$ cat config.mk
export PLATFORM = sky130hd
export DESIGN_NAME = sim_indexer
export DESIGN_NICKNAME = d
export VERILOG_FILES = /design/src/sim_pkg.sv /design/src/sim_indexer.sv
export SDC_FILE = /design/constraint.sdc
export NUM_CORES = 1
export LEC_CHECK = 0
export BUFFER_PORTS_ARGS = -buffer_cell sky130_fd_sc_hd__buf_2
export CAP_MARGIN = 20
export CORE_MARGIN = 3
export CORE_UTILIZATION = 35
export DETAILED_ROUTE_END_ITERATION = 8
export SLEW_MARGIN = 5
export SYNTH_ARGS = -nofsm -noshare
export SYNTH_HDL_FRONTEND = slang
export SYNTH_SLANG_ARGS = --single-unit
export TNS_END_PERCENT = 10
$ cat constraint.sdc
create_clock -name core_clk -period 11.6 [get_ports core_clk]
set_input_delay 1.16 -clock core_clk [delete_from_list [all_inputs] [get_ports core_clk]]
set_output_delay 1.16 -clock core_clk [all_outputs]
set_load 0.005 [all_outputs]
$ cat src/sim_pkg.sv
// Constants shared by the microstep indexer: register offsets, fields,
// reset values and timing counts.
// Assumes a byte-wide register port driven by the surrounding device.
package sim_pkg;
	// Register addresses (byte-wide register port)
	localparam logic [7:0] ADDR_CTRL_ONE    = 8'h00;
	localparam logic [7:0] ADDR_CTRL_TWO    = 8'h01;
	localparam logic [7:0] ADDR_STALL_CFG   = 8'h02;
	localparam logic [7:0] ADDR_STALL_THR   = 8'h03;
	localparam logic [7:0] ADDR_HOLD_CFG    = 8'h04;
	localparam logic [7:0] ADDR_FAULT_STAT  = 8'h05;
	localparam logic [7:0] ADDR_SCALER_LOW  = 8'h06;
	localparam logic [7:0] ADDR_SCALER_HIGH = 8'h07;
	localparam logic [7:0] ADDR_TORQUE_CNT  = 8'h08;
	localparam logic [7:0] ADDR_POS_A       = 8'h09;
	localparam logic [7:0] ADDR_CUSTOM_BASE = 8'h10;
	localparam int         CUSTOM_ENTRIES   = 8;
	// control_word_one fields, then the resolution fields of control word two
	localparam int BIT_INDEXER_RESET_BIT     = 0;
	localparam int BIT_BOTH_EDGE   = 1;
	localparam int BIT_AUTO_EN     = 2;
	localparam int BIT_CUSTOM_EN   = 3;
	localparam int BIT_HOLD_EN     = 4;
	localparam int FLD_RES_LO      = 0;
	localparam int FLD_AUTO_RES_LO = 4;
	// Stall config fields
	localparam int BIT_STALL_EN    = 0;
	localparam int BIT_LEARN       = 1;
	localparam int BIT_KEEP_DRIVE  = 2;
	localparam int BIT_STALL_REP   = 3;
	localparam int BIT_X8          = 4;
	localparam int BIT_CLR_FLT     = 7;
	// Decay codes
	localparam logic [2:0] DECAY_RIPPLE = 3'h7;
	localparam int FLD_DECAY_LO = 5;
	// Reset values
	localparam logic [7:0] RST_CTRL_ONE  = 8'h00;
	localparam logic [7:0] RST_CTRL_TWO  = 8'he0;
	localparam logic [7:0] RST_STALL_CFG = 8'h09;
	localparam logic [7:0] RST_STALL_THR = 8'h00;
	localparam logic [7:0] RST_HOLD_CFG  = 8'h80;
	localparam logic [7:0] RST_CUSTOM    = 8'h00;
	// Indexer
	localparam logic signed [9:0] POS_MAX = 10'sh0ff;
	localparam logic [9:0] SCALE_FULL = 10'h3ff;
	// Torque sampling window
	localparam int WINDOW_NS     = 10240;
	localparam int CLK_PERIOD_NS = 10;
	localparam int WINDOW_CYC    = WINDOW_NS / CLK_PERIOD_NS;
endpackage

$ cat src/sim_indexer.sv
// Microstep indexer with custom table, hold current and stall detection.
// Assumes step/direction arrive asynchronously from a controller pin and
// a synchronous byte register port on core_clk; torque sample from logic.
`timescale 1ns/10ps
`default_nettype none
module sim_indexer (
	input  wire logic        core_clk,
	input  wire logic        rst,
	input  wire logic        clkEn,
	input  wire logic        stepPin,
	input  wire logic        dirPin,
	input  wire logic        regWr,
	input  wire logic        regRd,
	input  wire logic [7:0]  regAddr,
	input  wire logic [7:0]  regWdata,
	input  wire logic [11:0] torqueCount,
	output logic      [7:0]  regRdata,
	output logic      [9:0]  coilAMag,
	output logic      [9:0]  coilBMag,
	output logic             coilASign,
	output logic             coilBSign,
	output logic             driveEn,
	output logic             error_out_n
);
	typedef enum logic [2:0] {
		LRN_IDLE = 3'b001,
		LRN_RUN  = 3'b010,
		LRN_DONE = 3'b100
	} sim_learn_t;

	logic [7:0]  ctrlOne_ff, ctrlTwo_ff, stallCfg_ff, stallThr_ff;
	logic [7:0]  holdCfg_ff;
	logic [7:0]  custom_ff [sim_pkg::CUSTOM_ENTRIES];
	logic [2:0]  stepSync_ff;
	logic        stepPrev_ff;
	logic signed [9:0] posA_ff;
	logic [8:0]  pendSteps_ff;
	logic [15:0] idleCnt_ff;
	logic        stall_flag_ff;
	logic [11:0] learnThr_ff;
	logic [11:0] learnMax_ff;
	sim_learn_t  learn_ff;
	logic [13:0] winCnt_ff;

	////////////////////////////////////////////////////////////////////////
	// Sine table first quadrant, and a quadrant mirror shared by both coils
	function automatic logic [9:0] sinLut(input logic [7:0] i);
		logic [9:0] r;
		r = 10'h000;
		// Piecewise-linear sine approximation keeps area small
		if (i < 8'h40)
			r = 10'({i, 2'b00} + {1'b0, i, 1'b0});
		else if (i < 8'h80)
			r = 10'h0c0 + 10'({i - 8'h40, 1'b0} + {2'b00, i - 8'h40});
		else if (i < 8'hc0)
			r = 10'h180 + 10'({2'b00, i - 8'h80} + {2'b00, i - 8'h80});
		else
			r = 10'h200 + 10'({2'b00, i - 8'hc0} + {2'b00, i - 8'hc0});
		return (i == 8'hff) ? sim_pkg::SCALE_FULL : r;
	endfunction

	function automatic logic [9:0] quadMag(input logic [7:0] i,
			input logic custom, input logic [7:0] tbl [sim_pkg::CUSTOM_ENTRIES]);
		logic [2:0] seg;
		seg = i[7:5];
		if (custom)
			return {tbl[seg], tbl[seg][7:6]};
		return sinLut(i);
	endfunction

	// Signed position -> magnitude with quadrant mirroring
	function automatic logic [9:0] posMag(input logic signed [9:0] p,
			input logic custom, input logic [7:0] tbl [sim_pkg::CUSTOM_ENTRIES]);
		logic [9:0] a;
		a = p[9] ? 10'(-p) : 10'(p);
		if (a == 10'h000)
			return 10'h000;
		return quadMag(a[7:0], custom, tbl);
	endfunction

	////////////////////////////////////////////////////////////////////////
	// Step input synchroniser and edge detection
	always_ff @(posedge core_clk) begin
		if (rst) begin
			stepSync_ff <= 3'h0;
			stepPrev_ff <= 1'b0;
		end else if (clkEn) begin
			stepSync_ff <= {stepSync_ff[1:0], stepPin};
			if (stepSync_ff[2] == stepSync_ff[1])
				stepPrev_ff <= stepSync_ff[2];
		end
	end

	logic stepLvl, riseEv, fallEv, stepEv;
	assign stepLvl = (stepSync_ff[2] == stepSync_ff[1]) ? stepSync_ff[2]
		: stepPrev_ff;
	assign riseEv = stepLvl & ~stepPrev_ff;
	assign fallEv = ~stepLvl & stepPrev_ff;
	assign stepEv = riseEv | (fallEv & ctrlOne_ff[sim_pkg::BIT_BOTH_EDGE]);

	////////////////////////////////////////////////////////////////////////
	// Microsteps per input step: 256 >> resolution code, fixed at 32 in custom mode
	// Nine bits, so that a full step of 256 microsteps is kept whole
	logic [2:0] resSel;
	logic [8:0] stepSize, autoSize;
	always_comb begin
		resSel = ctrlTwo_ff[sim_pkg::FLD_RES_LO +: 3];
		stepSize = 9'h100 >> resSel;
		autoSize = 9'h100 >> ctrlTwo_ff[sim_pkg::FLD_AUTO_RES_LO +: 3];
		if (ctrlOne_ff[sim_pkg::BIT_CUSTOM_EN])
			stepSize = 9'h020;
	end

	logic autoOn;
	assign autoOn = ctrlOne_ff[sim_pkg::BIT_AUTO_EN]
		& ~ctrlOne_ff[sim_pkg::BIT_CUSTOM_EN];

	logic idxRst;
	assign idxRst = ctrlOne_ff[sim_pkg::BIT_INDEXER_RESET_BIT];

	logic doMove;
	logic [8:0] moveBy;
	always_comb begin
		doMove = 1'b0;
		moveBy = stepSize;
		if (autoOn) begin
			doMove = pendSteps_ff != 9'h000;
			moveBy = autoSize;
		end else
			doMove = stepEv;
	end

	// Auto mode: each input step queues stepSize/autoSize fine steps
	always_ff @(posedge core_clk) begin
		if (rst)
			pendSteps_ff <= 9'h000;
		else if (clkEn) begin
			if (idxRst)
				pendSteps_ff <= 9'h000;
			else if (autoOn && stepEv)
				pendSteps_ff <= stepSize / autoSize;
			else if (doMove && autoOn)
				pendSteps_ff <= pendSteps_ff - 9'h001;
		end
	end

	////////////////////////////////////////////////////////////////////////
	// Indexer: 1024-entry electrical cycle, position of coil B lags by 256
	logic [9:0] phase_ff;
	always_ff @(posedge core_clk) begin
		if (rst)
			phase_ff <= 10'h000;
		else if (clkEn) begin
			if (idxRst)
				phase_ff <= 10'h000;
			else if (doMove && driveEn)
				phase_ff <= dirPin ? phase_ff + 10'(moveBy)
					: phase_ff - 10'(moveBy);
		end
	end

	// Fold phase into 0..255..0..-255..0 triangle
	function automatic logic signed [9:0] foldPos(input logic [9:0] ph);
		logic [7:0] o;
		o = ph[7:0];
		case (ph[9:8])
			2'd0: return 10'(o);
			2'd1: return (o == 8'h00) ? sim_pkg::POS_MAX : 10'(9'h100 - o);
			2'd2: return -10'(o);
			default: return (o == 8'h00) ? -sim_pkg::POS_MAX
				: -10'(9'h100 - o);
		endcase
	endfunction

	logic signed [9:0] posA, posB;
	assign posA = foldPos(phase_ff);
	assign posB = foldPos(phase_ff - 10'h100);

	////////////////////////////////////////////////////////////////////////
	// Standstill detection and hold current
	always_ff @(posedge core_clk) begin
		if (rst)
			idleCnt_ff <= 16'h0000;
		else if (clkEn) begin
			if (stepEv)
				idleCnt_ff <= 16'h0000;
			else if (idleCnt_ff != 16'hffff)
				idleCnt_ff <= idleCnt_ff + 16'h0001;
		end
	end

	logic holding;
	// Seventeen bits so that the largest delay does not wrap to zero
	assign holding = ctrlOne_ff[sim_pkg::BIT_HOLD_EN]
		&& ({1'b0, idleCnt_ff} >= 17'h00100 + {1'b0, holdCfg_ff, 8'h00});

	function automatic logic [9:0] scaleHold(input logic [9:0] m,
			input logic [7:0] pct);
		logic [17:0] p;
		p = m * pct;
		return p[17:8];
	endfunction

	////////////////////////////////////////////////////////////////////////
	// Stall detection: learn or manual threshold, windowed compare
	logic ripple;
	assign ripple = ctrlTwo_ff[sim_pkg::FLD_DECAY_LO +: 3] == sim_pkg::DECAY_RIPPLE;

	logic stallOn, winEnd;
	assign stallOn = stallCfg_ff[sim_pkg::BIT_STALL_EN] & ripple;
	assign winEnd = winCnt_ff == 14'(sim_pkg::WINDOW_CYC - 1);

	logic [11:0] thr, cnt;
	assign cnt = stallCfg_ff[sim_pkg::BIT_X8] ? {torqueCount[8:0], 3'b000}
		: torqueCount;
	assign thr = stallCfg_ff[sim_pkg::BIT_LEARN] ? learnThr_ff
		: {stallThr_ff, 4'h0};

	always_ff @(posedge core_clk) begin
		if (rst)
			winCnt_ff <= 14'h0000;
		else if (clkEn)
			winCnt_ff <= winEnd ? 14'h0000 : winCnt_ff + 14'h0001;
	end

	// Moving means a step within the last 256 cycles, not on this very cycle
	logic moving, stallHit;
	assign moving = idleCnt_ff < 16'h0100;
	assign stallHit = stallOn && winEnd && cnt < thr && moving
		|| stallOn && winEnd && learn_ff == LRN_RUN && cnt < (learnMax_ff >> 1);

	always_ff @(posedge core_clk) begin
		if (rst) begin
			learn_ff <= LRN_IDLE;
			learnMax_ff <= 12'h000;
			learnThr_ff <= 12'h000;
		end else if (clkEn) begin
			case (learn_ff)
				LRN_IDLE: begin
					learnMax_ff <= 12'h000;
					if (stallOn && stallCfg_ff[sim_pkg::BIT_LEARN])
						learn_ff <= LRN_RUN;
				end
				LRN_RUN: begin
					if (winEnd && cnt > learnMax_ff)
						learnMax_ff <= cnt;
					if (stallHit) begin
						learnThr_ff <= learnMax_ff >> 1;
						learn_ff <= LRN_DONE;
					end
				end
				LRN_DONE: begin
					if (!stallCfg_ff[sim_pkg::BIT_LEARN])
						learn_ff <= LRN_IDLE;
				end
				default: learn_ff <= LRN_IDLE;
			endcase
		end
	end

	logic clrFlt;
	assign clrFlt = regWr && regAddr == sim_pkg::ADDR_STALL_CFG
		&& regWdata[sim_pkg::BIT_CLR_FLT];

	always_ff @(posedge core_clk) begin
		if (rst)
			stall_flag_ff <= 1'b0;
		else if (clkEn) begin
			if (stallHit)
				stall_flag_ff <= 1'b1;
			else if (clrFlt)
				stall_flag_ff <= 1'b0;
		end
	end

	////////////////////////////////////////////////////////////////////////
	// Register port
	always_ff @(posedge core_clk) begin
		if (rst) begin
			ctrlOne_ff <= sim_pkg::RST_CTRL_ONE;
			ctrlTwo_ff <= sim_pkg::RST_CTRL_TWO;
			stallCfg_ff <= sim_pkg::RST_STALL_CFG;
			stallThr_ff <= sim_pkg::RST_STALL_THR;
			holdCfg_ff <= sim_pkg::RST_HOLD_CFG;
		end else if (clkEn) begin
			if (regWr && regAddr == sim_pkg::ADDR_CTRL_ONE)
				ctrlOne_ff <= regWdata;
			else if (idxRst)
				ctrlOne_ff[sim_pkg::BIT_INDEXER_RESET_BIT] <= 1'b0;
			if (regWr && regAddr == sim_pkg::ADDR_CTRL_TWO)
				ctrlTwo_ff <= regWdata;
			if (regWr && regAddr == sim_pkg::ADDR_STALL_CFG)
				stallCfg_ff <= {1'b0, regWdata[6:0]};
			if (regWr && regAddr == sim_pkg::ADDR_STALL_THR)
				stallThr_ff <= regWdata;
			if (regWr && regAddr == sim_pkg::ADDR_HOLD_CFG)
				holdCfg_ff <= (regWdata == 8'h00) ? 8'h03 : regWdata;
		end
	end

	for (genvar g = 0; g < sim_pkg::CUSTOM_ENTRIES; g++) begin : gCust
		always_ff @(posedge core_clk) begin
			if (rst)
				custom_ff[g] <= sim_pkg::RST_CUSTOM;
			else if (clkEn && regWr
					&& regAddr == sim_pkg::ADDR_CUSTOM_BASE + 8'(g))
				custom_ff[g] <= regWdata;
		end
	end

	logic [9:0] scalerA;
	assign scalerA = posMag(posA, ctrlOne_ff[sim_pkg::BIT_CUSTOM_EN],
		custom_ff);

	logic [7:0] rdMux;
	always_comb begin
		rdMux = 8'h00;
		case (regAddr)
			sim_pkg::ADDR_CTRL_ONE:    rdMux = ctrlOne_ff;
			sim_pkg::ADDR_CTRL_TWO:    rdMux = ctrlTwo_ff;
			sim_pkg::ADDR_STALL_CFG:   rdMux = stallCfg_ff;
			sim_pkg::ADDR_STALL_THR:   rdMux = stallThr_ff;
			sim_pkg::ADDR_HOLD_CFG:    rdMux = holdCfg_ff;
			sim_pkg::ADDR_FAULT_STAT:  rdMux = {7'h00, stall_flag_ff};
			sim_pkg::ADDR_SCALER_LOW:  rdMux = {6'h00, scalerA[1:0]};
			sim_pkg::ADDR_SCALER_HIGH: rdMux = scalerA[9:2];
			sim_pkg::ADDR_TORQUE_CNT:  rdMux = torqueCount[11:4];
			sim_pkg::ADDR_POS_A:       rdMux = posA[7:0];
			default: begin
				if (regAddr >= sim_pkg::ADDR_CUSTOM_BASE && regAddr
						< sim_pkg::ADDR_CUSTOM_BASE + 8'(sim_pkg::CUSTOM_ENTRIES))
					rdMux = custom_ff[regAddr[2:0]];
			end
		endcase
	end

	////////////////////////////////////////////////////////////////////////
	// Registered outputs
	logic [9:0] magA, magB;
	always_comb begin
		magA = scalerA;
		magB = posMag(posB, ctrlOne_ff[sim_pkg::BIT_CUSTOM_EN], custom_ff);
		if (holding) begin
			magA = scaleHold(magA, holdCfg_ff);
			magB = scaleHold(magB, holdCfg_ff);
		end
	end

	always_ff @(posedge core_clk) begin
		if (rst) begin
			regRdata <= 8'h00;
			coilAMag <= 10'h000;
			coilBMag <= 10'h000;
			coilASign <= 1'b0;
			coilBSign <= 1'b0;
			driveEn <= 1'b1;
			error_out_n <= 1'b1;
		end else if (clkEn) begin
			if (regRd)
				regRdata <= rdMux;
			coilAMag <= magA;
			coilBMag <= magB;
			coilASign <= posA[9];
			coilBSign <= posB[9];
			driveEn <= ~((stall_flag_ff | stallHit)
				& ~stallCfg_ff[sim_pkg::BIT_KEEP_DRIVE]);
			error_out_n <= ~((stall_flag_ff | stallHit)
				& stallCfg_ff[sim_pkg::BIT_STALL_REP]);
		end
	end
endmodule
`default_nettype wire

Yosys cells after proc, flatten, opt, wreduce, memory -nomap -nowiden
Index checks and enable logic that the tools add are counted.

Word-level logic and storage cells: 261. Bits in registers: 215. Input port bits: 35. Output and inout bits: 32.

Order comparisons: 16. Shifts and indexed selects: 2. Reductions and logical operators: 55. Equality and inequality tests: 34. Add/sub/neg operators: 35. Multiplexer cells: 67. Divide/modulo/power cells: 1. $mul: 2. Bitwise operators: 18.

Operators with widths (count): $mux W10 (27); $pmux W8 S10 (1); $bmux W8 S3 (3); $eq A8 B5 Y1 const B (8); $mux W8 (8); $pmux W10 S3 (2); $mux W9 (5); $neg A10 Y10 (4); $add A8 B8 Y9 (4); $mul A10 B8 Y18 (2); $mux W12 (3); $eq A8 B3 Y1 const B (4); $logic_not A8 Y1 (4); $lt A8 B8 Y1 const B (4); $mux W16 (2); $sub A8 B8 Y8 const B (4); $add A10 B9 Y10 (3); $logic_and A1 B1 Y1 (27); $pmux W12 S2 (1); $add A10 B9 Y10 const A (2); $add A8 B10 Y10 const A (2); $add A9 B8 Y10 (2); $add A9 B9 Y10 const A (2); $logic_not A10 Y1 (2); 50 further kinds (104).

Longest topological paths before layout
Word-level depth: 18. Gate-level depth with buffers: 65.

Worst setup path before layout
No wires, ideal clock.

Path kind: flip-flop to flip-flop. From: register ctrlOne_ff[3]. To: register pendSteps_ff[0]. Stages on the path, launching flop included: 63. Setup time: 0.132 ns. Setup slack: 0.242 ns. Arrival: 11.226 ns. Clock period less this slack: 11.358 ns. Buffers on the path: 3. Cell sequence: dfxtp_1 clkbuf_1 nor2_1 nand2_1 inv_1 ha_1 a21oi_1 ha_1 o21a_1 o211ai_1 o21ai_0 ha_1 o21a_1 o21a_1 o211a_1 mux2i_1 ha_1 o21a_1 [... 27 more ...] o21a_1 o21a_1 o21ai_1 clkbuf_1 o21ai_0 ha_1 o21a_1 o21a_1 o21ai_0 nand2b_1 a21oi_1 nor2b_1 o21ai_0 nand2b_1 a21oi_1 nor3_1 o21ai_0 a21oi_1.

Word-level cells in the longest chain between the ends: 6. Elaborated cells on any way between the ends: 11. Classes of those cells: div: 1; mux: 4; bitwise: 2; reduce/logical: 4.

Ends and longest elaborated chain: start: declaration (RTL line sim_indexer.sv:31) `logic [7:0] ctrlOne_ff, ctrlTwo_ff, stallCfg_ff, stallThr_ff;`; start signal: assignment (RTL line sim_indexer.sv:280) `ctrlOne_ff <= sim_pkg::RST_CTRL_ONE;`; start signal: assignment (RTL line sim_indexer.sv:287) `ctrlOne_ff <= regWdata;`; parallel branches: the longest is 6 deep, another holds $div A9 B9 Y9; end signal: assignment (RTL line sim_indexer.sv:141) `pendSteps_ff <= stepSize / autoSize;`; end signal: assignment (RTL line sim_indexer.sv:143) `pendSteps_ff <= pendSteps_ff - 9'h001;`; end: declaration (RTL line sim_indexer.sv:37) `logic [8:0] pendSteps_ff;`.

Several ways; the timed one is not identified. A chain may end at the register's enable or synchronous reset.

Final worst setup path
From: register ctrlTwo_ff[6]. To: register pendSteps_ff[0].

Word-level cells in the longest chain between the ends: 4.

Ends and longest elaborated chain: start: declaration (RTL line sim_indexer.sv:31); start signal: assignment (RTL line sim_indexer.sv:281) `ctrlTwo_ff <= sim_pkg::RST_CTRL_TWO;`; start signal: assignment (RTL line sim_indexer.sv:291) `ctrlTwo_ff <= regWdata;`; $shr A9 B3 Y9 (RTL line sim_indexer.sv:109) `autoSize = 9'h100 >> ctrlTwo_ff[sim_pkg::FLD_AUTO_RES_LO +: 3];`; $div A9 B9 Y9 (RTL line sim_indexer.sv:141); $mux W9 (RTL line sim_indexer.sv:140) `else if (autoOn && stepEv)`; $mux W9 (RTL line sim_indexer.sv:138) `if (idxRst)`.

No other way between the ends.

==> key figures <==
Status
  • Outcome: finished clean

Setup path
  • Reg2Reg Setup Slack: 0.68 ns
  • Buf+Inv Stages, Crit Path: 1
  • Crit-path most repeated cell: o21a_1
  • CP delay by family, top: compound AO/OA/AOI/OAI gates
  • Worst Setup Path Type: flop to flop
  • WP data required: roughly 12 ns
  • CP max FO: 8
  • Slowest CP cell: o211ai_1
  • Arr. time, crit path: 11.30 ns
  • Startpoint class of the critical path: flop
  • Max incr delay on CP: ~0.35 ns
  • CP endpoint kind: flop

Drt
  • Antenna Violating Nets Remaining: 0
  • DR vias/cell: ~5.4
  • TritonRoute pass-1 iters: 6
  • Remaining DRCs: 0
  • Total detailed-routing wirelength: about 64000 microns
  • Total number of vias: approximately 19000
  • Wire per inst: 18.2 microns
  • DRT iter0 DRCs: between 1000 and 1500

Die
  • Num rows: roughly 90
  • Floorplan Core Area: around 62000 sq um
  • I/O pins: 67
  • Initial Util: between 30 and 40%
  • Die H: between 200 and 300 microns
  • Die X: between 200 and 300 microns
  • DIE AREA: 65600 sq um

Clocking
  • TritonCTS clock tree: done
  • Clock Latency Late Sink: 0.54 ns
  • Clock buffer depth: 3
  • Num CTS Buffers: 25
  • Clock Tree Root: clkbuf_16
  • Hold_buf cts: 0
  • CTS clk-pin slew, worst paths: 0.07 ns
  • Clk sinks: 214
  • H-tree levels: 1

Cells and area
  • Share of cells above drive strength 1: around 11%
  • Fillers: 6292
  • Seq. cell area: between 4000 and 5000 sq um
  • Multi-input logic area: 16400 sq um
  • Final #Nets: around 3000
  • P&R area growth vs syn: 10.6%

Synth
  • Compound-cell area share of the yosys netlist: between 10% and 20%
  • Post-synthesis simple-gate area fraction: between 20 and 25%
  • Share of the yosys chip area belonging to registers: just under 20%
  • Synth Area in Adders: between 20% and 30%
  • Mux contribution to synthesized area: 11.7%
  • Synth cell types: ~110
  • Main combinational cell family by area after synthesis: adder cells
  • Synth warnings: 0
  • Synth area leaders: dfxtp_1 20%, ha_1 12%, fa_1 9.8%
  • Synthesized Nets: 3011
  • Yosys top cell by area: dfxtp_1
  • Most common cell in the netlist: nand2_1
  • Post-synth EDFFs: 0
  • Flops & latches, synth: 214
  • XOR/XNOR Fraction of Synth Area: between 3 and 4%
  • Asr flop ratio synth: 0%
  • Cells after Synth: about 2700
  • Area share of the largest cell type after synthesis: between 10% and 20%
  • Post-synth top flop: dfxtp_1
  • Most instantiated cells after synthesis: 329 x nand2_1, 275 x nor2_1, 214 x dfxtp_1
  • Syn_area_per_cell: slightly above 8 sq um
  • Mapped Area: approximately 22000 sq um

Pwr
  • Leakage: a little over 0.01 uW
  • Overall power: around 2000 uW
  • Switching share of power: between 20% and 30%
  • Clock power share: 40.6%
  • Psw: 572 uW
  • Comb pwr share: a little over a fifth
  • Internal power: approximately 1400 uW
  • VDD IR-drop max: ~0.11 mV
  • PwrDens: just over 80 nW/um^2
  • Sequential Power Share: 37.8%

Placed design
  • Post-place setup slack: -0.0477 ns
  • Gpl congestion: between 0.8 and 0.9
  • Post-DP HPWL: between 40000 and 50000 microns
  • IO Port Bufs: 66

GRT
  • Met3 usage: under 10%
  • Grt met2 use: a little under a third
  • GRT Resource Usage Total: between 10% and 20%
  • Antenna violations before repair: 6
  • Largest net degree at the start of global routing: 130
  • Gr busiest metal: met2
  • Met1 usage: between 20% and 30%
  • Total gr overflow: 0
  • First-pass GRT wire length: about 100000 microns
  • Vias in the first global route: approximately 19000

Timing
  • Tcrit/Tclk final: 94.2%
  • Fmax: 0.0915 GHz
  • Tmin final: 10.92 ns
  • Slew @ Worst Pin: ~1 ns
  • Final slew viol count: 0
  • Final worst slack: ~0.68 ns
  • Rel. slew slack: 33.8%
  • Clock Skews: 0.0237 ns
  • Hold Fails Final Rpt: 0
  • Setup violators final: 0

Flow run
  • MaxCap Viol Count: 0

Hold path
  • Hold/Removal Path Class: flop to flop
==> layout by cell type, fill, tap and decap left out, types with 9 or more instances in the layout <==
master / count
ha_1: 208
mux2_2: 15
a31oi_1: 15
nand3_1: 67
dfxtp_1: 213
nand3b_1: 17
nor2_1: 274
nor3_1: 80
a221oi_1: 16
clkbuf_16: 25
o211ai_1: 16
nand2_1: 329
nor4_1: 16
a22oi_1: 15
buf_2: 66
nor2b_1: 32
nand2b_1: 20
o21ai_0: 76
a211oi_1: 26
mux4_2: 37
a21o_1: 23
xnor2_1: 45
a21oi_1: 140
nand4_1: 12
or3_1: 17
nor3b_1: 9
o31ai_1: 15
and3_1: 11
and2_1: 49
o21bai_1: 16
mux2i_1: 146
o21ai_1: 11
inv_1: 185
o211a_1: 9
xor2_1: 35
o21a_1: 48
fa_1: 107
buf_4: 72
==> kinds of logic (layout without fill, tap and decap cells) <==
kind of cell	Yosys count	after routing
AND/OR/NAND/NOR	970	970
AO/OA/AOI/OAI	535	535
buffers and inverters	338	381
adder cells (fa/ha/maj)	315	315
flip-flops	214	214
multiplexers	204	204
XOR/XNOR	85	85
other	0	2
==> flip-flops by register name (all words and copies together) (netlist names), 3 cells and up <==
signal	count
phase_ff	9
ctrlTwo_ff	8
coilAMag	10
holdCfg_ff	8
stallThr_ff	8
idleCnt_ff	16
learn_ff	3
custom_ff	64
stallCfg_ff	7
coilBMag	10
learnThr_ff	11
regRdata	8
learnMax_ff	12
winCnt_ff	14
pendSteps_ff	9
ctrlOne_ff	8
stepSync_ff	3
==> repair_timing <==
action                     CTS  global route
gates cloned                 0             0
gates resized for setup      1            29
setup buffers                0            11
setup endpoints to repair    1             1
pin swaps                    0            10
==> worst register-to-register path, delay by kind of cell, from the launching register on <==
family,cells,cell delay (ns)
AO/OA/AOI/OAI,38,6.49
buffers and inverters,1,0.06
adder cells (fa/ha/maj),8,2.23
AND/OR/NAND/NOR,10,1.07
multiplexers,3,0.63
flip-flops,1,0.33
==> final timing paths <==
kind,startpoint,end,cells after the start
min reg2reg,ctrlOne_ff[5],ctrlOne_ff[5],2
min,ctrlOne_ff[5],ctrlOne_ff[5],2
max,ctrlTwo_ff[6],pendSteps_ff[0],60
max reg2reg,ctrlTwo_ff[6],pendSteps_ff[0],60
==> stage by stage <==
step	std cells	TNS [ns]	util (%)	cell area [sq um]	hold WS [ns]
floorplan	2661	0	-	21900	0.436
global placement	3483	0	37.5	23200	0.444
detailed placement	3483	-0.0477	37.5	23200	0.447
CTS	3528	0	38.9	24000	0.455
global route	3541	-0.0456	39.2	24200	0.477
finish	3543	0	39.2	24200	0.454
==> power groups by stage <==
stage                     registers [uW]  logic, uW  clock network [uW]
final                                748        429                 804
after global routing                 748        481                 846
after CTS                            748        355                 822
after detailed placement             764        352                   0
after global placement               764        347                   0
after floorplan                      763        257                   0
==> area by class of cell <==
class	instances	area share, %
clock inverter	11	0.501
clock buffer	34	2.89
tap	837	4.32
inverter	194	3.03
antenna	2	0.0207
timing repair buffer	142	3.80
multi-input combinational	2109	67.8
sequential	214	17.7
==> routing by layer <==
layer	vias up	share of wire, %	wire length, microns
met3	109	6.0	3840
met5	-	0.073	47
li1	9402	-	-
met1	9245	46	29400
met4	6	2.5	1600
met2	523	46	29400
Power figures use the tool's default switching activity.
